$ cat src/rtl/rdv_pkg.sv
// Constants and types of the deviation and state configuration bank
`default_nettype none
package rdv_pkg;

  // ***********************************
  // Register port
  // ***********************************
  localparam int unsigned ADDR_W = 6;
  localparam int unsigned DATA_W = 8;

  localparam logic [5:0] ADDR_DEVIATION = 6'h15;
  localparam logic [5:0] ADDR_RX_TIMEOUT = 6'h16;
  localparam logic [5:0] ADDR_NEXT_STATE = 6'h17;

  // Writable bits only; the rest stays zero
  localparam logic [7:0] MASK_DEVIATION = 8'h77;
  localparam logic [7:0] MASK_RX_TIMEOUT = 8'h1f;
  localparam logic [7:0] MASK_NEXT_STATE = 8'h3f;

  localparam logic [7:0] RESET_DEVIATION = 8'h47;
  localparam logic [7:0] RESET_RX_TIMEOUT = 8'h07;
  localparam logic [7:0] RESET_NEXT_STATE = 8'h30;

  // ***********************************
  // Field positions
  // ***********************************
  localparam int unsigned DEV_E_LSB = 4;
  localparam int unsigned DEV_M_LSB = 0;
  localparam int unsigned CS_RX_END_BIT = 4;
  localparam int unsigned CLEAR_CHANNEL_MODE_LSB = 4;
  localparam int unsigned AFTER_RX_LSB = 2;
  localparam int unsigned AFTER_TX_LSB = 0;

  // ***********************************
  // Deviation arithmetic
  // ***********************************
  // Units of crystal frequency over 2^17; max (8+7)<<7 = 1920
  localparam int unsigned DEV_W = 11;
  localparam int unsigned OFS_W = 12;
  localparam logic [3:0] DEV_IMPLICIT_ONE = 4'h8;

  // ***********************************
  // Receive termination
  // ***********************************
  localparam logic [3:0] OOK_CS_SYMBOLS = 4'h8;

  // ***********************************
  // Enumerations
  // ***********************************
  typedef enum logic [1:0] {
    MOD_2FSK = 2'h0,
    MOD_GFSK = 2'h1,
    MOD_4FSK = 2'h2,
    MOD_OOK  = 2'h3
  } rdv_mod_t;

  typedef enum logic [1:0] {
    CCA_ALWAYS     = 2'h0,
    CCA_RSSI       = 2'h1,
    CCA_NOT_RX     = 2'h2,
    CCA_RSSI_NO_RX = 2'h3
  } rdv_cca_t;

  // Code of both next-state fields equals this encoding
  typedef enum logic [1:0] {
    RS_IDLE     = 2'h0,
    RS_SYNTH_ON = 2'h1,
    RS_TX       = 2'h2,
    RS_RX       = 2'h3
  } rdv_radio_state_t;

  // Gray sequence off -> wait -> sense -> end
  typedef enum logic [1:0] {
    TS_OFF   = 2'b00,
    TS_WAIT  = 2'b01,
    TS_SENSE = 2'b11,
    TS_END   = 2'b10
  } rdv_term_state_t;

endpackage
`default_nettype wire

$ cat src/rtl/rdv_cfg_reg.sv
// One masked configuration register on the register port
`timescale 1ns/1ps
`default_nettype none
module rdv_cfg_reg #(
  parameter logic [5:0] ADDR  = 6'h00,
  parameter logic [7:0] RESET = 8'h00,
  parameter logic [7:0] MASK  = 8'hff
) (
  input  wire logic       clk_i,
  input  wire logic       resetn_i,
  input  wire logic [5:0] reg_addr_i,
  input  wire logic [7:0] reg_wdata_i,
  input  wire logic       reg_wr_i,
  output logic      [7:0] q_o
);

  // Unused bits are never stored, so they read as zero
  always_ff @(posedge clk_i or negedge resetn_i)
  begin
    if (!resetn_i)
    begin
      q_o <= RESET & MASK;
    end
    else if (reg_wr_i && (reg_addr_i == ADDR))
    begin
      q_o <= reg_wdata_i & MASK;
    end
  end

endmodule
`default_nettype wire

$ cat src/rtl/rdv_top.sv
// Deviation and radio state configuration bank with its local effects
`timescale 1ns/1ps
`default_nettype none
module rdv_top (
  input  wire logic        clk_i,
  input  wire logic        resetn_i,
  input  wire logic [5:0]  reg_addr_i,
  input  wire logic [7:0]  reg_wdata_i,
  input  wire logic        reg_wr_i,
  input  wire logic        reg_rd_i,
  output logic      [7:0]  reg_rdata_o,
  input  wire logic [1:0]  mod_format_i,
  input  wire logic        tx_active_i,
  input  wire logic        tx_symbol_i,
  input  wire logic        rx_active_i,
  input  wire logic        carrier_sense_i,
  input  wire logic        symbol_tick_i,
  input  wire logic        rssi_below_i,
  input  wire logic        receiving_pkt_i,
  input  wire logic        rx_done_i,
  input  wire logic        tx_done_i,
  output logic signed [11:0] carrier_offset_o,
  output logic      [10:0] rx_expected_dev_o,
  output logic             rx_terminate_o,
  output logic             clear_channel_indication_o,
  output logic      [1:0]  next_state_o,
  output logic             next_state_valid_o,
  output logic             restart_preamble_o
);

  // ***********************************
  // Registers
  // ***********************************
  logic [7:0] freq_deviation_reg;
  logic [7:0] sm_config_rx_timeout_reg;
  logic [7:0] sm_config_next_state_reg;

  rdv_cfg_reg #(
    .ADDR  (rdv_pkg::ADDR_DEVIATION),
    .RESET (rdv_pkg::RESET_DEVIATION),
    .MASK  (rdv_pkg::MASK_DEVIATION)
  ) u_dev_reg (
    .clk_i       (clk_i),
    .resetn_i    (resetn_i),
    .reg_addr_i  (reg_addr_i),
    .reg_wdata_i (reg_wdata_i),
    .reg_wr_i    (reg_wr_i),
    .q_o         (freq_deviation_reg)
  );

  rdv_cfg_reg #(
    .ADDR  (rdv_pkg::ADDR_RX_TIMEOUT),
    .RESET (rdv_pkg::RESET_RX_TIMEOUT),
    .MASK  (rdv_pkg::MASK_RX_TIMEOUT)
  ) u_rxt_reg (
    .clk_i       (clk_i),
    .resetn_i    (resetn_i),
    .reg_addr_i  (reg_addr_i),
    .reg_wdata_i (reg_wdata_i),
    .reg_wr_i    (reg_wr_i),
    .q_o         (sm_config_rx_timeout_reg)
  );

  rdv_cfg_reg #(
    .ADDR  (rdv_pkg::ADDR_NEXT_STATE),
    .RESET (rdv_pkg::RESET_NEXT_STATE),
    .MASK  (rdv_pkg::MASK_NEXT_STATE)
  ) u_nxt_reg (
    .clk_i       (clk_i),
    .resetn_i    (resetn_i),
    .reg_addr_i  (reg_addr_i),
    .reg_wdata_i (reg_wdata_i),
    .reg_wr_i    (reg_wr_i),
    .q_o         (sm_config_next_state_reg)
  );

  // Read data held until the next read; unmapped reads give zero
  always_ff @(posedge clk_i or negedge resetn_i)
  begin
    if (!resetn_i)
    begin
      reg_rdata_o <= 8'h00;
    end
    else if (reg_rd_i)
    begin
      unique case (reg_addr_i)
        rdv_pkg::ADDR_DEVIATION:  reg_rdata_o <= freq_deviation_reg;
        rdv_pkg::ADDR_RX_TIMEOUT: reg_rdata_o <= sm_config_rx_timeout_reg;
        rdv_pkg::ADDR_NEXT_STATE: reg_rdata_o <= sm_config_next_state_reg;
        default:                  reg_rdata_o <= 8'h00;
      endcase
    end
  end

  // ***********************************
  // Fields
  // ***********************************
  logic [2:0] dev_exp;
  logic [2:0] dev_man;
  logic       carrier_sense_rx_end;
  logic [1:0] clear_channel_mode;
  logic [1:0] after_rx_state;
  logic [1:0] after_tx_state;
  logic       is_ook;

  assign dev_exp = freq_deviation_reg[rdv_pkg::DEV_E_LSB +: 3];
  assign dev_man = freq_deviation_reg[rdv_pkg::DEV_M_LSB +: 3];
  assign carrier_sense_rx_end =
    sm_config_rx_timeout_reg[rdv_pkg::CS_RX_END_BIT];
  assign clear_channel_mode =
    sm_config_next_state_reg[rdv_pkg::CLEAR_CHANNEL_MODE_LSB +: 2];
  assign after_rx_state = sm_config_next_state_reg[rdv_pkg::AFTER_RX_LSB +: 2];
  assign after_tx_state = sm_config_next_state_reg[rdv_pkg::AFTER_TX_LSB +: 2];
  assign is_ook = (mod_format_i == rdv_pkg::MOD_OOK);

  // ***********************************
  // Deviation
  // ***********************************
  logic [10:0] dev_units;
  logic [11:0] dev_pos;

  // Implicit leading one makes the mantissa four bits
  assign dev_units = 11'({1'b1, dev_man}) << dev_exp;
  assign dev_pos   = {1'b0, dev_units};

  // Zero below carrier, one above; nothing in OOK
  always_ff @(posedge clk_i or negedge resetn_i)
  begin
    if (!resetn_i)
      carrier_offset_o <= '0;
    else if (tx_active_i && !is_ook)
      carrier_offset_o <= tx_symbol_i ? $signed(dev_pos)
                                      : $signed(12'(-dev_pos));
    else
      carrier_offset_o <= '0;
  end

  // Demodulator expectation, zero in OOK
  always_ff @(posedge clk_i or negedge resetn_i)
  begin
    if (!resetn_i)
      rx_expected_dev_o <= '0;
    else
      rx_expected_dev_o <= is_ook ? '0 : dev_units;
  end

  // ***********************************
  // Receive termination
  // ***********************************
  rdv_pkg::rdv_term_state_t term_state;
  rdv_pkg::rdv_term_state_t next_term_state;
  logic [3:0]               sym_cnt;
  logic                     ook_expired;

  // OOK waits a fixed symbol count for carrier sense
  assign ook_expired = symbol_tick_i &&
    (sym_cnt == (rdv_pkg::OOK_CS_SYMBOLS - 4'h1));

  always_comb
  begin
    next_term_state = term_state;
    unique case (term_state)
      rdv_pkg::TS_OFF:
        if (rx_active_i && carrier_sense_rx_end)
          next_term_state = rdv_pkg::TS_WAIT;
      rdv_pkg::TS_WAIT:
        if (!rx_active_i || !carrier_sense_rx_end)
          next_term_state = rdv_pkg::TS_OFF;
        else if (carrier_sense_i)
          next_term_state = rdv_pkg::TS_SENSE;
        else if (is_ook ? ook_expired : symbol_tick_i)
          next_term_state = rdv_pkg::TS_END;
      rdv_pkg::TS_SENSE:
        if (!rx_active_i || !carrier_sense_rx_end)
          next_term_state = rdv_pkg::TS_OFF;
        else if (!carrier_sense_i)
          next_term_state = rdv_pkg::TS_END;
      rdv_pkg::TS_END:
        if (!rx_active_i)
          next_term_state = rdv_pkg::TS_OFF;
    endcase
  end

  always_ff @(posedge clk_i or negedge resetn_i)
  begin
    if (!resetn_i)
      term_state <= rdv_pkg::TS_OFF;
    else
      term_state <= next_term_state;
  end

  always_ff @(posedge clk_i or negedge resetn_i)
  begin
    if (!resetn_i)
      sym_cnt <= 4'h0;
    else if (term_state != rdv_pkg::TS_WAIT)
      sym_cnt <= 4'h0;
    else if (symbol_tick_i)
      sym_cnt <= sym_cnt + 4'h1;
  end

  // One pulse per receive; the radio must drop rx_active to rearm
  always_ff @(posedge clk_i or negedge resetn_i)
  begin
    if (!resetn_i)
      rx_terminate_o <= 1'b0;
    else
      rx_terminate_o <= (next_term_state == rdv_pkg::TS_END) &&
                        (term_state != rdv_pkg::TS_END);
  end

  // ***********************************
  // Clear channel
  // ***********************************
  always_ff @(posedge clk_i or negedge resetn_i)
  begin
    if (!resetn_i)
    begin
      clear_channel_indication_o <= 1'b0;
    end
    else
    begin
      unique case (clear_channel_mode)
        rdv_pkg::CCA_ALWAYS:
          clear_channel_indication_o <= 1'b1;
        rdv_pkg::CCA_RSSI:
          clear_channel_indication_o <= rssi_below_i;
        rdv_pkg::CCA_NOT_RX:
          clear_channel_indication_o <= !receiving_pkt_i;
        rdv_pkg::CCA_RSSI_NO_RX:
          clear_channel_indication_o <= rssi_below_i && !receiving_pkt_i;
      endcase
    end
  end

  // ***********************************
  // Next state after a packet
  // ***********************************
  // Receive completion wins; the two never coincide in a sane radio
  always_ff @(posedge clk_i or negedge resetn_i)
  begin
    if (!resetn_i)
    begin
      next_state_o       <= rdv_pkg::RS_IDLE;
      next_state_valid_o <= 1'b0;
    end
    else
    begin
      next_state_valid_o <= rx_done_i || tx_done_i;
      if (rx_done_i)
        next_state_o <= after_rx_state;
      else if (tx_done_i)
        next_state_o <= after_tx_state;
    end
  end

  always_ff @(posedge clk_i or negedge resetn_i)
  begin
    if (!resetn_i)
      restart_preamble_o <= 1'b0;
    else
      restart_preamble_o <= tx_done_i && !rx_done_i &&
                            (after_tx_state == rdv_pkg::RS_TX);
  end

  logic [11:0] exp_dev;
  assign exp_dev = (12'(rdv_pkg::DEV_IMPLICIT_ONE) + 12'(dev_man)) << dev_exp;
endmodule
`default_nettype wire

$ cat config.mk
export PLATFORM = sky130hd
export DESIGN_NAME = rdv_top
export DESIGN_NICKNAME = d
export VERILOG_FILES = /design/src/rtl/rdv_pkg.sv /design/src/rtl/rdv_cfg_reg.sv /design/src/rtl/rdv_top.sv
export SDC_FILE = /design/constraint.sdc
export NUM_CORES = 1
export LEC_CHECK = 0
export ABC_AREA = 1
export ABC_CLOCK_PERIOD_IN_PS = 2100
export BUFFER_PORTS_ARGS = -buffer_cell sky130_fd_sc_hd__buf_2
export CAP_MARGIN = 20
export CORE_AREA = 2 2 76 78
export CTS_CLUSTER_DIAMETER = 60
export DETAILED_ROUTE_END_ITERATION = 10
export DIE_AREA = 0 0 78 80
export PLACE_DENSITY = 0.8
export SYNTH_ARGS = -nofsm -noshare
export SYNTH_HDL_FRONTEND = slang
export SYNTH_SLANG_ARGS = --single-unit
$ cat constraint.sdc
create_clock -name clk_i -period 2.1 [get_ports clk_i]
set_input_delay 0.105 -clock clk_i [delete_from_list [all_inputs] [get_ports clk_i]]
set_output_delay 0.105 -clock clk_i [all_outputs]
set_load 0.01 [all_outputs]
==> results of run 1 <==
-- through the flow --
stage / total power, uW / utilization
final: 2990 / 0.639
after global routing: 3150 / 0.639
after detailed placement: 1920 / 0.588
after floorplan: 1740 / -
after CTS: 3020 / 0.639
after global placement: 1910 / 0.588
-- final timing paths --
path | startpoint | end | slack (ns) | depth (start not counted)
setup / recovery | u_dev_reg.q_o[4]$_DFFE_PN0P_ | carrier_offset_o[8]$_DFF_PN0_ | 0.20 | 12
hold / removal | reg_wdata_i[2] | u_dev_reg.q_o[2]$_DFFE_PN1P_ | 0.02 | 3
setup reg to reg | u_dev_reg.q_o[4]$_DFFE_PN0P_ | carrier_offset_o[8]$_DFF_PN0_ | 0.20 | 12
hold reg to reg | u_rxt_reg.q_o[1]$_DFFE_PN1P_ | u_rxt_reg.q_o[1]$_DFFE_PN1P_ | 0.49 | 2
max in group asynchronous | resetn_i | u_dev_reg.q_o[6]$_DFFE_PN1P_ | 1.11 | 3
min in group asynchronous | resetn_i | next_state_o[1]$_DFFE_PN0P_ | 0.34 | 2
-- area by class of cell --
| type | instances | area (um^2) |
|---|---|---|
| clock buffer | 12 | 165 |
| clock inverter | 4 | 47.5 |
| fill | 457 | 1950 |
| inverter | 37 | 149 |
| multi-input combinational | 217 | 1120 |
| sequential | 59 | 1490 |
| tap | 72 | 90.1 |
| timing repair buffer | 70 | 395 |
-- cells in the mapped netlist (2+ instances only) --
library cell	instances
nand2_1	81
o21ai_1	7
mux2_2	3
nand3_2	7
buf_6	2
dfrtp_1	50
a21oi_1	12
inv_6	2
nand2_2	9
clkbuf_1	4
inv_2	3
nand3_4	2
nor3_1	4
inv_1	32
o211ai_1	2
o21ai_0	20
nand3_1	20
ha_1	2
dfstp_2	9
nor2_1	28
buf_2	3
nor2_2	2
nand2_4	3
-- metal layers --
| layer | routed length, um | global-route usage |
|---|---|---|
| met5 | 0 | 0 |
| met4 | 95 | 0.0807 |
| met2 | 2860 | 0.342 |
| met3 | 342 | 0.0645 |
| met1 | 2620 | 0.254 |
-- cells by family (layout without fill, tap and decap cells) --
logic type      after synthesis  after routing
simple gates                162            162
flops                        59             59
compound gates               48             48
buf+inv                      47            123
mux                           4              4
fa+ha+maj                     2              2
other cells                   1              1
-- registers in the layout, summed over array words and instances (netlist names) --
| signal | cells |
|---|---|
| reg_rdata_o | 7 |
| next_state_o | 2 |
| sym_cnt | 4 |
| u_dev_reg.q_o | 6 |
| rx_terminate_o | 1 |
| carrier_offset_o | 12 |
| clear_channel_indication_o | 1 |
| u_nxt_reg.q_o | 6 |
| restart_preamble_o | 1 |
| u_rxt_reg.q_o | 5 |
| term_state | 2 |
| next_state_valid_o | 1 |
| rx_expected_dev_o | 11 |
-- where the power goes --
group	total, uW	internal (uW)	switching (uW)	leakage, uW
registers	1340	1260	79.0	0.000766
clock network	1070	640	430	0.000108
logic	581	219	362	0.000967
-- critical path, cell delays in order (launching register included) --
cell and delay (ns):
dfrtp_1 0.56, nand2_1 0.14, nand2_1 0.14, nand3_2 0.14, ha_1 0.26, nand2_2 0.09
nor2_2 0.04, nand2_2 0.07, nand2_2 0.08, nand2_1 0.08, nand2_1 0.05, nand2_1 0.06
nor2_1 0.04
-- cells in the final DEF (no fill, tap or decap), types with 2 or more instances in the layout --
cell           count
inv_6              2
nand3_1           20
dlygate4sd3_1      6
nor2_2             2
inv_1             32
inv_2              3
nor3_1             4
nand3_4            2
a21oi_1           12
nand2_1           81
clkbuf_8          12
nand2_2            9
buf_2             63
o21ai_1            7
clkinv_2           2
mux2_2             3
nand3_2            7
o211ai_1           2
nand2_4            3
nor2_1            28
ha_1               2
dfstp_2            9
o21ai_0           20
dfrtp_1           50
-- what timing repair did --
| item | in CTS | in global routing |
|---|---|---|
| setup endpoints to repair | 0 | 0 |
| hold endpoints to repair | 33 | 0 |
| hold buffers | 6 | 0 |
==> reports/metrics.cfg, run 1 <==
[routing]
via_per_inst=4.96
antenna_left=0
first_pass_iters=4
route.detailed.drc=0
wl_per_cell_um=12.6
drtIter0Drc=179
drt_wl_total_um=5920
vias=2336

[clock_tree]
path_clk_slew_ns=0.07
clockRootBuffer=clkbuf_8
clk_latency_ns=0.34
cts_max_path_buffers=2
htreeDepth=3
cts_tree=yes
post-cts-setup-buffers=0
cts_resized=0
cts_buffers=9
clock-sinks=59

[logic_synthesis]
ys.flop_type=dfrtp_1
syn_area_um2=2810
avgSynthCellArea_um2=8.71
yosys.area_share.simple=0.277
synth_warnings=0
synth_edf_count=0
synth_compound_area_frac=0.0938
yosys-top-cells-area=dfrtp_1 (44%), nand2_1 (11%), dfstp_2 (8.4%)
syn-num-nets=354
yosysSeqAreaShare=0.529
yosysTopAreaCellShare=0.445
async_flop_share=1.00
synth_top_family_by_area=simple AND/OR/NAND/NOR gates
synthCells=323
synth.distinct_cells=39
netlist.top_cell.by_area=dfrtp_1
yosys.area_share.adder=0.00889
synth_mux_area_frac=0.0156
synth-xor-area-share=0
synth-seq-cells=59

[pwr]
powerDensity_nw_per_um2=866
ir_drop_v=0.000546
p_leak_uw=0.00184

[worst_setup_path]
crit_type=flop to flop
crit_required_ns=2.31
cp-start-kind=flop
critical_path_peak_fanout=8
critPathArrivalTime_ns=2.10
endpoint_kind=flop

[timing]
rsz0062_at_grt=no
fin_setup_tns_ns=0
layout_setup_ws_ns=0.204
relSlewSlack=0.569
final.setup_skew_ns=0.00648
fmax_ghz=0.527
report.final.setup_viol=0
worst_pin_slew_ns=0.647
min_period_ns=1.90
drv_slew=0
hold_violations=0
holdWs_ns=0.0202
finalCritPeriodShare=0.903

[placed_design]
dp_hpwl_um=4270
dpl_cell_area_um2=3180
post-place-cells=449
place_ws_ns=0.280
place.gp.congestion=0.845
io_buffer_count=63

[grt]
grt_remaining_overflow=0
antenna_found_initial=0
grt_pass1_wl_um=9940
grt_pass1_vias=2219
grt_max_degree=32
grt_use_total=0.207

[floorplanning]
start_util=0.521
core_area_um2=5410
dieHeight_um=80
row_count=27
fp.dieW_um=78
io_pins=66
dieArea_um2=6240

[finish]
final_nets=425
fin_cells=471
n_antenna_cell=0
syn2layout_area_growth_pct=22.7
design_area_um2=3450
final_layout_size_suffix_gt1_frac=0.308

[job]
maxCapViolCount=0

[worst_hold_path]
hold_class=input pin to flop

[outcome]
outcome=finished clean

(Power assumes the default switching activity.)
==> run 2, diff against run 1 <==
Settings changed: ABC_CLOCK_PERIOD_IN_PS 2100 to 1970.
Clock period 2.1 ns to 1.97 ns, I/O delays scaled along.
==> reports/metrics.cfg, run 2 (same netlist as run 1, synthesis figures left out) <==
[placed_design]
place.gp.congestion=0.816
post-place-cells=450
io_buffer_count=63
dp_hpwl_um=4240

[finish]
final_nets=425
top_regs=carrier_offset_o x12, rx_expected_dev_o x11, reg_rdata_o x7
syn2layout_area_growth_pct=21.2
layout_commonest_cell=nand2_1
n_antenna_cell=0
top_register=carrier_offset_o
fin_cells=471
final_cell_mix=nand2_1 (81), buf_2 (63), dfrtp_1 (49)
final_layout_size_suffix_gt1_frac=0.306
largest_register_ffs=12

[pwr]
ir_drop_v=0.000467
power_frac_comb=0.209
power.switching_uw=885
swShare=0.296
intPower_uw=2100
powerDensity_nw_per_um2=876
power_frac_seq=0.476
p_clk_frac=0.315
p_leak_uw=0.00182

[floorplanning]
row_count=27
start_util=0.521
dieArea_um2=6240
core_area_um2=5410
fp.dieW_um=78
dieHeight_um=80
io_pins=66

[clock_tree]
clk_latency_ns=0.32
cts_buffers=9
clockRootBuffer=clkbuf_8
path_clk_slew_ns=0.06
clock-sinks=59
htreeDepth=3
cts_tree=yes
cts_max_path_buffers=2

[timing]
drv_slew=0
worst_pin_slew_ns=0.712
finalCritPeriodShare=0.924
rsz0062_at_grt=no
report.final.setup_viol=0
hold_violations=0
final.setup_skew_ns=0.00669
relSlewSlack=0.526
min_period_ns=1.82
fmax_ghz=0.549
fin_setup_tns_ns=0

[worst_setup_path]
crit_type=flop to flop
critical_path_peak_fanout=5
endpoint_kind=flop
cp-start-kind=flop
crit_required_ns=2.16
critPathArrivalTime_ns=2.01

[grt]
antenna_found_initial=0
grt_max_degree=32
grt_use_total=0.199
grt_pass1_vias=2183
grt_pass1_wl_um=9590
grt_remaining_overflow=0

[worst_hold_path]
hold_class=input pin to flop

[routing]
via_per_inst=4.88
first_pass_iters=4
route.detailed.drc=0
drtIter0Drc=139
vias=2299
drt_wl_total_um=5650
antenna_left=0
wl_per_cell_um=12.0

[outcome]
outcome=finished clean

[job]
maxCapViolCount=0

[run 2: cell types whose count changed in the layout (fill, tap and decap cells not counted)]
cell | previous run | this run
dfrtp_2 | 0 | 1
dfrtp_1 | 50 | 49
buf_4 | 0 | 1
dlygate4sd3_1 | 6 | 5
bufinv_16 | 1 | 0
clkinvlp_4 | 1 | 0
clkbuf_8 | 12 | 11
clkbuf_1 | 0 | 3
[run 2: power groups by stage]
| stage | Combinational (uW) | Sequential (uW) | Clock [uW] |
|---|---|---|---|
| 6_report | 624 | 1420 | 941 |
| 5_1_grt | 710 | 1430 | 1040 |
| 3_3_place_gp | 599 | 1440 | 0 |
| 2_1_floorplan | 411 | 1450 | 0 |
| 4_1_cts | 631 | 1420 | 968 |
| 3_5_place_dp | 617 | 1440 | 0 |
[run 2: critical path, stage by stage (launching register included)]
cell,delay (ns)
dfstp_2,0.58
nand2_1,0.10
nand2_1,0.13
nand3_2,0.13
ha_1,0.26
nand2_2,0.09
nor2_2,0.04
nand2_2,0.07
nand2_2,0.08
nand2_1,0.08
nand2_1,0.05
nand2_1,0.06
nor2_1,0.04
[run 2: area by class of cell]
cell class / count / area, um^2
sequential: 59 / 1490
tap: 72 / 90.1
multi-input combinational: 217 / 1120
fill: 456 / 1990
timing repair buffer: 70 / 393
clock inverter: 2 / 10.0
inverter: 37 / 149
clock buffer: 14 / 163
[run 2: repair_timing]
action | in CTS | in global routing
setup buffers | 0 | 0
hold buffers | 5 | 0
endpoints found under the hold margin | 24 | 0
endpoints found under the setup margin | 0 | 2
resized for setup | 0 | 1
[run 2: metal layers]
metal / up-vias / GRT usage / wire, um
met4: 0 / 0.105 / 89
li1: 1180 / - / -
met2: 55 / 0.321 / 2730
met5: - / 0 / 0
met1: 1056 / 0.257 / 2610
met3: 8 / 0.0351 / 216
[run 2: path summary, 6_finish.rpt]
kind | from | to | slack (ns) | cells past startpoint
max | u_dev_reg.q_o[0]$_DFFE_PN1P_ | carrier_offset_o[10]$_DFF_PN0_ | 0.15 | 12
min | reg_wdata_i[6] | u_dev_reg.q_o[6]$_DFFE_PN1P_ | 0.02 | 3
max reg2reg | u_dev_reg.q_o[0]$_DFFE_PN1P_ | carrier_offset_o[10]$_DFF_PN0_ | 0.15 | 12
min reg2reg | u_nxt_reg.q_o[0]$_DFFE_PN0P_ | restart_preamble_o$_DFF_PN0_ | 0.49 | 1
max in group asynchronous | resetn_i | reg_rdata_o[5]$_DFFE_PN0P_ | 1.01 | 3
min in group asynchronous | resetn_i | u_rxt_reg.q_o[3]$_DFFE_PN0P_ | 0.37 | 2
[run 2: per-stage QoR]
step | cell area (um^2) | hold WS, ns | power (uW) | setup WS, ns | util
after floorplan | 2810 | -0.197 | 1860 | 0.300 | -
after global placement | 3190 | 0.166 | 2040 | 0.211 | 0.590
after detailed placement | 3190 | 0.181 | 2060 | 0.133 | 0.590
after CTS | 3410 | 0.00282 | 3020 | 0.109 | 0.631
after global routing | 3410 | 0.0300 | 3180 | 0.0156 | 0.631
final | 3410 | 0.0195 | 2990 | 0.150 | 0.631
